## config.mk

```make
export PLATFORM = sky130hd
export DESIGN_NAME = usb_endpoint_buffer_control
export DESIGN_NICKNAME = d
export VERILOG_FILES = /design/src/ep_buf_ctrl_pkg.sv /design/src/usb_endpoint_buffer_control.sv
export SDC_FILE = /design/constraint.sdc
export NUM_CORES = 1
export LEC_CHECK = 0
export BUFFER_PORTS_ARGS = -buffer_cell sky130_fd_sc_hd__buf_2
export CAP_MARGIN = 25
export CORE_MARGIN = 1
export CORE_UTILIZATION = 45
export DETAILED_ROUTE_END_ITERATION = 16
export PLACE_DENSITY = 0.83
export SYNTH_ARGS = -nofsm -noshare
export SYNTH_HDL_FRONTEND = slang
export SYNTH_SLANG_ARGS = --single-unit
```

## constraint.sdc

```tcl
create_clock -name sys_clk_i -period 1.8 [get_ports sys_clk_i]
set_input_delay 0.27 -clock sys_clk_i [delete_from_list [all_inputs] [get_ports sys_clk_i]]
set_output_delay 0.27 -clock sys_clk_i [all_outputs]
set_load 0.01 [all_outputs]
```

## src/ep_buf_ctrl_pkg.sv

```systemverilog
// Package with register offsets, field positions and sizes of the endpoint buffer command block.
`default_nettype none
package ep_buf_ctrl_pkg;
  localparam logic [7:0] CMD_REG_ADDR = 8'h28;
  localparam logic [7:0] INDEX_REG_ADDR = 8'h2C;
  localparam int STALL_BIT = 0;
  localparam int STATUS_ACK_BIT = 1;
  localparam int DATA_STAGE_BIT = 2;
  localparam int VALIDATE_BIT = 3;
  localparam int CLEAR_BIT = 4;
  localparam int DIR_BIT = 0;
  localparam int SEL_LO = 1;
  localparam int SEL_HI = 4;
  localparam int SETUP_SEL_BIT = 5;
  localparam int NUM_EP = 16;
  localparam int CNT_W = 11;
  localparam logic [7:0] CMD_RESET = 8'h00;
  localparam logic [7:0] CMD_READ_MASK = 8'h1B;
endpackage
`default_nettype wire

```

## src/usb_endpoint_buffer_control.sv

```systemverilog
// Endpoint buffer command register and the handshake steering built on it.
// Behaviour
// - One byte command register, three reserved bits.
// - Clear bit empties selected endpoint buffer.
// - Fully read receive buffer empties itself.
// - Each clear empties one buffer only.
// - Validate bit marks IN data ready.
// - Full MaxPacketSize count validates automatically.
// - Data stage NAKed until data_stage_go set.
// - Data stage handshake clears data_stage_go.
// - data_stage_go reads back as zero.
// - Status ack zero NAKs, one answers.
// - Status ack self clears silently.
// - Status ack affects control endpoint only.
// - Stall bit stalls non-isochronous endpoint.
// - Re-enable reinitialises data toggle, stall not.
// - Index bits four to one select endpoint.
// - Index bit zero selects direction.
// - Index bit five selects setup buffer on endpoint zero only.
`default_nettype none
module usb_endpoint_buffer_control
  import ep_buf_ctrl_pkg::*;
(
  // Clock, reset and enable.
  input wire logic sys_clk_i,
  input wire logic rstn_i,
  input wire logic clk_en_i,
  input wire logic usb_bus_reset_i,
  // Parallel register bus, same clock domain.
  input wire logic [7:0] reg_addr_i,
  input wire logic [7:0] reg_wdata_i,
  input wire logic reg_wr_i,
  input wire logic reg_rd_i,
  output logic [7:0] reg_rdata_o,
  // Selected endpoint view from the index register.
  input wire logic [7:0] endpoint_index_i,
  input wire logic [NUM_EP-1:0] ep_isochronous_i,
  input wire logic [NUM_EP-1:0] ep_enable_i,
  // Selected endpoint FIFO state.
  input wire logic [CNT_W-1:0] tx_byte_count_i,
  input wire logic [CNT_W-1:0] max_packet_size_i,
  input wire logic rx_last_byte_read_i,
  // Control transfer events from the serial engine.
  input wire logic setup_token_i,
  input wire logic data_out_acked_i,
  input wire logic data_in_acked_i,
  input wire logic status_done_i,
  // Buffer management commands.
  output logic buf_clear_o,
  output logic buf_validate_o,
  output logic [3:0] cmd_endpoint_o,
  output logic cmd_dir_o,
  output logic cmd_setup_buf_o,
  // Handshake steering toward the host.
  output logic data_stage_nak_o,
  output logic status_ack_o,
  output logic status_nak_o,
  output logic [NUM_EP-1:0] ep_stalled_tx_o,
  output logic [NUM_EP-1:0] ep_stalled_rx_o,
  output logic [NUM_EP-1:0] toggle_reset_o
);

  ////////////////////////////////////////////////////////////////////////////////
  logic cmd_wr;
  logic [3:0] sel_ep;
  logic sel_dir;
  logic data_stage_go_q;
  logic status_ack_q;
  logic buf_clear_q;
  logic buf_validate_q;
  logic [3:0] cmd_ep_q;
  logic cmd_dir_q;
  logic cmd_setup_q;
  logic [NUM_EP-1:0] stall_tx_q;
  logic [NUM_EP-1:0] stall_rx_q;
  logic [NUM_EP-1:0] ep_enable_q;
  logic [NUM_EP-1:0] toggle_reset_q;
  logic [7:0] rdata_q;
  logic auto_valid_armed_q;
  logic stall_rd;
  logic tx_full_now;
  logic clear_req;
  logic validate_req;
  logic enable_seen_q;

  ////////////////////////////////////////////////////////////////////////////////
  // True when the index points at the control endpoint.
  function automatic logic is_ctrl_ep(input logic [3:0] ep);
    return ep == 4'h0;
  endfunction

  // True when a transmit FIFO holds a whole packet of a nonzero size.
  function automatic logic tx_full(input logic [CNT_W-1:0] cnt, input logic [CNT_W-1:0] mps);
    return (mps != '0) && (cnt == mps);
  endfunction

  // Read-back image: reserved bits and the write-only data-stage bit read as zero.
  function automatic logic [7:0] cmd_image(input logic clr, input logic vld, input logic sts,
                                           input logic stl);
    return {3'b000, clr, vld, 1'b0, sts, stl} & CMD_READ_MASK;
  endfunction

  ////////////////////////////////////////////////////////////////////////////////
  // Selection decode.
  // Endpoint selection field.
  assign sel_ep = endpoint_index_i[SEL_HI:SEL_LO];
  assign sel_dir = endpoint_index_i[DIR_BIT];
  // Commands decode only on the command offset.
  assign cmd_wr = clk_en_i && reg_wr_i && (reg_addr_i == CMD_REG_ADDR);
  // Stall flag of the selected endpoint and direction, shown on read-back.
  assign stall_rd = sel_dir ? stall_tx_q[sel_ep] : stall_rx_q[sel_ep];
  // A transmit FIFO that holds a whole packet on the selected IN endpoint.
  assign tx_full_now = sel_dir && tx_full(tx_byte_count_i, max_packet_size_i);
  // Clear on command; one buffer per pulse.
  // Auto clear after last byte read.
  assign clear_req = (cmd_wr && reg_wdata_i[CLEAR_BIT]) || (rx_last_byte_read_i && !sel_dir);
  // Explicit validate; auto validate at full count.
  assign validate_req = (cmd_wr && reg_wdata_i[VALIDATE_BIT] && sel_dir) ||
                        (tx_full_now && auto_valid_armed_q);

  ////////////////////////////////////////////////////////////////////////////////
  // Latched target of the most recent command write.
  always_ff @(posedge sys_clk_i or negedge rstn_i)
  begin
    if (!rstn_i)
    begin
      cmd_ep_q <= 4'h0;
      cmd_dir_q <= 1'b0;
      cmd_setup_q <= 1'b0;
    end
    else if (clk_en_i && usb_bus_reset_i)
    begin
      cmd_ep_q <= 4'h0;
      cmd_dir_q <= 1'b0;
      cmd_setup_q <= 1'b0;
    end
    else if (cmd_wr)
    begin
      cmd_ep_q <= sel_ep;
      cmd_dir_q <= sel_dir;
      // Setup buffer only on endpoint zero.
      cmd_setup_q <= endpoint_index_i[SETUP_SEL_BIT] && is_ctrl_ep(sel_ep);
    end
  end

  ////////////////////////////////////////////////////////////////////////////////
  // One-cycle clear and validate pulses.
  always_ff @(posedge sys_clk_i or negedge rstn_i)
  begin
    if (!rstn_i)
    begin
      buf_clear_q <= 1'b0;
      buf_validate_q <= 1'b0;
      auto_valid_armed_q <= 1'b1;
    end
    else if (clk_en_i)
    begin
      if (usb_bus_reset_i)
      begin
        buf_clear_q <= 1'b0;
        buf_validate_q <= 1'b0;
        auto_valid_armed_q <= 1'b1;
      end
      else
      begin
        buf_clear_q <= clear_req;
        buf_validate_q <= validate_req;
        // The arm flag lets a full FIFO validate only once; it rearms when the
        // count moves away from the packet size.
        if (tx_full_now)
          auto_valid_armed_q <= 1'b0;
        else
          auto_valid_armed_q <= 1'b1;
      end
    end
  end

  ////////////////////////////////////////////////////////////////////////////////
  // Control transfer stage flags.
  always_ff @(posedge sys_clk_i or negedge rstn_i)
  begin
    if (!rstn_i)
    begin
      data_stage_go_q <= 1'b0;
      status_ack_q <= 1'b0;
    end
    else if (clk_en_i)
    begin
      if (usb_bus_reset_i)
      begin
        data_stage_go_q <= 1'b0;
        status_ack_q <= 1'b0;
      end
      else
      begin
        // Firmware sets; handshake clears, set wins.
        if (cmd_wr && reg_wdata_i[DATA_STAGE_BIT])
          data_stage_go_q <= 1'b1;
        else if (data_out_acked_i || data_in_acked_i)
          data_stage_go_q <= 1'b0;
        // Self clear on status done or setup, no event raised.
        // A status write wins over a self clear in the same cycle.
        if (cmd_wr && is_ctrl_ep(sel_ep))
          status_ack_q <= reg_wdata_i[STATUS_ACK_BIT];
        else if (status_done_i || setup_token_i)
          status_ack_q <= 1'b0;
      end
    end
  end

  ////////////////////////////////////////////////////////////////////////////////
  // Endpoint enable edges. The first enabled cycle after reset only records the
  // levels, so endpoints that come up enabled see no spurious toggle reset.
  always_ff @(posedge sys_clk_i or negedge rstn_i)
  begin
    if (!rstn_i)
    begin
      ep_enable_q <= '0;
      enable_seen_q <= 1'b0;
      toggle_reset_q <= '0;
    end
    else if (clk_en_i)
    begin
      ep_enable_q <= ep_enable_i;
      enable_seen_q <= 1'b1;
      // Toggle reset on rising enable only.
      if (enable_seen_q)
        toggle_reset_q <= ep_enable_i & ~ep_enable_q;
      else
        toggle_reset_q <= '0;
    end
  end

  ////////////////////////////////////////////////////////////////////////////////
  // Stall flags. Stalling leaves the data toggle alone.
  always_ff @(posedge sys_clk_i or negedge rstn_i)
  begin
    if (!rstn_i)
    begin
      stall_tx_q <= '0;
      stall_rx_q <= '0;
    end
    else if (clk_en_i)
    begin
      // A stall write to an isochronous endpoint leaves its flag unchanged.
      if (usb_bus_reset_i)
      begin
        stall_tx_q <= '0;
        stall_rx_q <= '0;
      end
      else if (cmd_wr && !ep_isochronous_i[sel_ep])
      begin
        if (sel_dir)
          stall_tx_q[sel_ep] <= reg_wdata_i[STALL_BIT];
        else
          stall_rx_q[sel_ep] <= reg_wdata_i[STALL_BIT];
      end
    end
  end

  ////////////////////////////////////////////////////////////////////////////////
  // Register read path.
  always_ff @(posedge sys_clk_i or negedge rstn_i)
  begin
    if (!rstn_i)
      rdata_q <= CMD_RESET;
    else if (clk_en_i && reg_rd_i)
    begin
      // Reserved bits zero; data_stage_go reads zero.
      if (reg_addr_i == CMD_REG_ADDR)
        rdata_q <= cmd_image(buf_clear_q, buf_validate_q, status_ack_q, stall_rd);
      else
        rdata_q <= 8'h00;
    end
  end

  assign reg_rdata_o = rdata_q;
  assign buf_clear_o = buf_clear_q;
  assign buf_validate_o = buf_validate_q;
  assign cmd_endpoint_o = cmd_ep_q;
  assign cmd_dir_o = cmd_dir_q;
  assign cmd_setup_buf_o = cmd_setup_q;
  assign data_stage_nak_o = !data_stage_go_q;
  // Answer or NAK status; control endpoint only.
  assign status_ack_o = status_ack_q;
  assign status_nak_o = !status_ack_q;
  assign ep_stalled_tx_o = stall_tx_q;
  assign ep_stalled_rx_o = stall_rx_q;
  assign toggle_reset_o = toggle_reset_q;

endmodule
`default_nettype wire

```

# Word-level counts from Yosys, hierarchy flattened
# Index checks and enable logic that the tools add are counted.
[word_totals]
regBits = 84
input_bits = 89
elab_cells = 91
[op_classes]
magnitude_cmp = 2
eq_ne = 3
mux = 35
bitwise_logic = 2
reduce_logical = 35
[ops]
columns = ["operator", "n"]
rows = [
  ["16-bit 2-to-1 mux", 7],
  ["16-bit bitwise mux", 2],
  ["1-bit 2-to-1 mux", 19],
  ["16-bit AND", 1],
  ["1-bit logical AND", 16],
  ["16-bit inverter", 1],
  ["1-bit binary-select mux with 4-bit select", 3],
  ["11-bit == test", 1],
  ["11-bit nonzero test", 1],
  ["8-bit by 6-bit == test with 1-bit output, second input constant", 1],
  ["4-bit 2-to-1 mux", 2],
  ["3-bit AND reduction", 2],
  ["2-bit nonzero test", 3],
  ["3-bit nonzero test", 2],
  ["4-bit by 5-bit < comparator with 1-bit output, second input constant", 1],
  ["5-bit 2-to-1 mux", 1],
  ["1-bit demux with 4-bit select", 1],
  ["4-bit by 1-bit >= comparator with 1-bit output, second input constant", 1],
  ["1-bit zero test", 4],
  ["4-bit zero test", 1],
  ["1-bit logical OR", 4],
  ["2-bit AND reduction", 2],
  ["2-bit inequality test, second input constant", 1],
]

# Depth between registers and ports, before layout
[depth]
ltp_word = 8
ltp_mapped = 8
depth_no_buf = 5

# Worst setup path before layout
# Ideal clock, no wire load.
[synth_timing]
path_kind = "input port to flip-flop"
from = "input endpoint_index_i[2]"
to = "register stall_rx_q[7] (netlist: ep_stalled_rx_o[7])"
setup_time_ps = 77
arrival_time_ps = 2064
t_required_ps = 1723
slack_ps = -341
cell_stages = 8
path_cell_list = "buf_1 -> mux4_2 -> a22oi_2 -> nand4_2 -> or4_1 -> buf_2 -> buf_6 -> o21ai_1"
[synth_via]
elab_chain_len = 8
[synth_rtl]
columns = ["item", "line_no", "text"]
rows = [
  ["start: declaration", "usb_endpoint_buffer_control.sv:36", "input wire logic [7:0] endpoint_index_i,"],
  ["4-bit by 5-bit < comparator with 1-bit output (not written as such) / 4-bit by 1-bit >= comparator with 1-bit output (equally long branches)", "usb_endpoint_buffer_control.sv:256", "stall_rx_q[sel_ep] <= reg_wdata_i[STALL_BIT];"],
  ["1-bit logical AND (not written as such)", "usb_endpoint_buffer_control.sv:256", ""],
  ["1-bit 2-to-1 mux (not written as such)", "usb_endpoint_buffer_control.sv:256", ""],
  ["1-bit demux with 4-bit select", "usb_endpoint_buffer_control.sv:256", ""],
  ["16-bit bitwise mux", "usb_endpoint_buffer_control.sv:256", ""],
  ["16-bit 2-to-1 mux", "usb_endpoint_buffer_control.sv:253", "if (sel_dir)"],
  ["16-bit 2-to-1 mux", "usb_endpoint_buffer_control.sv:251", "else if (cmd_wr && !ep_isochronous_i[sel_ep])"],
  ["16-bit 2-to-1 mux", "usb_endpoint_buffer_control.sv:246", "if (usb_bus_reset_i)"],
  ["end signal: indexed assignment", "usb_endpoint_buffer_control.sv:256", ""],
  ["end: declaration", "usb_endpoint_buffer_control.sv:75", "logic [NUM_EP-1:0] stall_rx_q;"],
]
# Parallel ways exist; a longest one is shown, timed or not. The select of a mux whose other input is x is not followed.
# A chain may end at the register's enable or synchronous reset.

# Worst setup path after layout
[layout_timing]
from = "input endpoint_index_i[1]"
to = "register stall_rx_q[9] (netlist: ep_stalled_rx_o[9])"
# The elaborated chain is that of the path after synthesis.

==> results_dict.tcl <==
set metrics [dict create \
    seqPwrFrac_pct 48.7 \
    drt_iter0_drc 292 \
    fin_crit_ns 1.76 \
    yosysSeqAreaShare_pct 49.5 \
    intPower_uw 2950 \
    die_area_mm2 0.00938 \
    grt_pass1_wl_um 18100 \
    p_per_area_mw_per_mm2 751 \
    cts-root-buf "clkbuf_8" \
    n_fill_cell 730 \
    crit_path_max_fanout 8 \
    fin_skew_ns 0.0104 \
    rsz0062_at_grt "false" \
    grt_max_degree 36 \
    cpLargestDelayFamily "simple AND/OR/NAND/NOR gates" \
    ir_drop_mv 0.406 \
    maxSlewViolCount 0 \
    crit_path_max_incr_delay_ns 0.53 \
    syn-cell-area_mm2 0.00405 \
    combPwrFrac_pct 15.2 \
    syn_inst 378 \
    post-route-drc-count 0 \
    vias 3711 \
    routed_wl_um 11200 \
    ios 156 \
    ant_nets 0 \
    io_buffers 146 \
    tritoncts "built" \
    fin_crit_sh_pct 97.9 \
    fmax_mhz 567 \
    routedWlPerCell_um 17.1 \
    finalHoldViolCount 0 \
    hp-class "in2reg" \
    syn_avg_cell_area_um2 10.7 \
    status "finished clean" \
    power_switching_share_pct 26.1 \
    clock_latency_ns 0.35 \
    initial_utilization_pct 46.4 \
    synth_top_area_cell "dfrtp_1" \
    critPathLaunchType "input pin" \
    yosys_warnings 0 \
    p_leak_uw 0.00257 \
    stdcell_count 654 \
    syn_to_final_growth_pct 31.4 \
    first_pass_iters 5 \
    end_kind "flop" \
    cts_max_level 3 \
    hpwl_um 8200 \
    synth-edff-count 0 \
    cap_violations 0 \
    antenna_found_initial 0 \
    cts_num_sinks 80 \
    synth_area_leaders "dfrtp_1 (49%), o311ai_0 (6.9%), mux4_2 (5.6%)" \
    grt_overflow 0 \
    crit_type "in2reg" \
    die_w_um 96.9 \
    worst-path-buf-inv 2 \
    slowest_stage "or4_4" \
    total_power_uw 3990 \
    n_antenna_cell 0 \
    max-clock-path-buffers 2 \
    setup_viol 0 \
    critPathRequiredTime_ns 2.07 \
    first_global_vias 3723 \
    switchingPower_uw 1040 \
    crit_top_cell "buf_6" \
    fin_util_pct 61.0 \
    fin_nets 631 \
    rows 34 \
    drive_gt1_share_pct 42.7 \
    grtUsageTotal_pct 24.0 \
    crit_chain "buf_6, mux4_2, a22oi_2, nand4_2, or4_4, buf_6, o21ai_1" \
    via_per_inst 5.67 \
    crit_arrival_ns 2.03 \
    gp_congestion 0.824 \
    clkTransAtPathRegs_ns 0.09 \
    coreArea_mm2 0.00872 \
    tns_ns 0 \
    ys.flop_type "dfrtp_1" \
    synth_top_area_share_pct 48.8 \
    async_reset_ff_share_pct 100 \
    cts_buffers 9 \
    dp.cells 637 \
    synth_cell_type_count 49 \
    pwr-share-clk_pct 36.1 \
    synth-seq-cells 80 \
    die_h_um 96.9 \
]
timing repair:
action	4_1_cts	5_1_grt
pin swaps	2	1
gates cloned	1	0
setup endpoints to repair	21	30
endpoints found under the hold margin	31	0
resized for setup	8	20
hold buffers	1	0
buffers inserted	0	0
cells in the final DEF (no fill, tap or decap), types with 4 or more instances in the layout:
cell and instances:
nand2_1 22, mux4_2 10, o32ai_1 15, o311ai_1 7
mux2_2 18, buf_6 4, o21ai_0 20, xor2_1 4
buf_2 144, nor4_1 5, mux2i_1 8, o22ai_1 7
conb_1 4, nor2_1 9, dfrtp_1 79, a21oi_1 4
nor2b_1 5, buf_4 31, nand3_1 11, clkbuf_8 9
xnor2_1 6, inv_1 44, o311ai_0 25, o21ai_1 15
area by class of cell:
class                           instances  area (um^2)  area share [%]
Inverter                               44          165            3.11
Multi-Input combinational cell        226         1780            33.4
Sequential cell                        80         2000            37.7
Clock inverter                          5         82.6            1.55
Timing Repair Buffer                  181         1030            19.3
Tap cell                              108          135            2.54
Clock buffer                           10          128            2.40
worst paths after layout:
path	cells past startpoint	startpoint	end	slack, ns
max in group asynchronous	3	rstn_i	cmd_endpoint_o[3]$_DFFE_PN0P_	0.82
min in group asynchronous	2	rstn_i	toggle_reset_o[12]$_DFFE_PN0P_	0.42
worst min register to register	1	ep_enable_q[12]$_DFFE_PN0P_	toggle_reset_o[12]$_DFFE_PN0P_	0.47
worst max register to register	5	ep_stalled_rx_o[0]$_DFFE_PN0P_	reg_rdata_o[0]$_DFFE_PN0P_	0.18
worst max-delay path	7	endpoint_index_i[1]	ep_stalled_rx_o[9]$_DFFE_PN0P_	0.04
worst min-delay path	2	ep_enable_i[0]	ep_enable_q[0]$_DFFE_PN0P_	0.17
flip-flops by register name, summed over array words and instances (netlist names):
| register | count |
|---|---|
| buf_clear_o | 1 |
| buf_validate_o | 1 |
| enable_seen_q | 1 |
| cmd_setup_buf_o | 1 |
| ep_stalled_tx_o | 16 |
| auto_valid_armed_q | 1 |
| cmd_endpoint_o | 4 |
| status_ack_o | 1 |
| reg_rdata_o | 4 |
| ep_enable_q | 16 |
| data_stage_go_q | 1 |
| ep_stalled_rx_o | 16 |
| cmd_dir_o | 1 |
| toggle_reset_o | 16 |
power by group through the flow:
stage          Combinational (uW)  Sequential, uW  Clock (uW)
2_1_floorplan                 268            2000           0
3_3_place_gp                  579            1970           0
3_5_place_dp                  602            1980           0
4_1_cts                       608            1940        1460
5_1_grt                       663            1960        1530
6_report                      606            1940        1440
synthesized netlist by cell type, drive strengths merged (9+ instances only):
library cell  number
inv               44
mux4              11
o32ai             15
mux2              18
clkbuf            17
nand2             22
nand3             11
o311ai            32
o21ai             38
buf               14
nor2               9
dfrtp             79
per-layer routing:
metal / vias up / wire length, um / GRT usage (%)
met5: - / 0 / 0
met4: 0 / 174 / 8.61
met3: 15 / 681 / 3.25
met2: 192 / 5720 / 41.4
met1: 1768 / 4580 / 30.9
li1: 1736 / - / -
logic make-up after synthesis:
| family | count (synthesis) | share of synthesized area, % |
|---|---|---|
| AOI/OAI and AO/OA | 105 | 18.3 |
| DFF | 80 | 49.5 |
| buffers and inverters | 75 | 7.63 |
| and+or+nand+nor | 70 | 9.12 |
| muxes | 37 | 13.2 |
| xor gates and xnor gates | 10 | 2.16 |
| other | 1 | 0.0926 |
per-stage QoR:
stage	hold slack (ns)	setup WS [ns]	instance area, um^2
global route	0.156	0.00132	5320
global placement	0.240	-0.369	5040
CTS	0.156	0.00242	5300
floorplan	-0.0256	-0.219	4060
detailed placement	0.254	-0.430	5040
finish	0.169	0.0373	5320
Power figures use the tool's default switching activity.
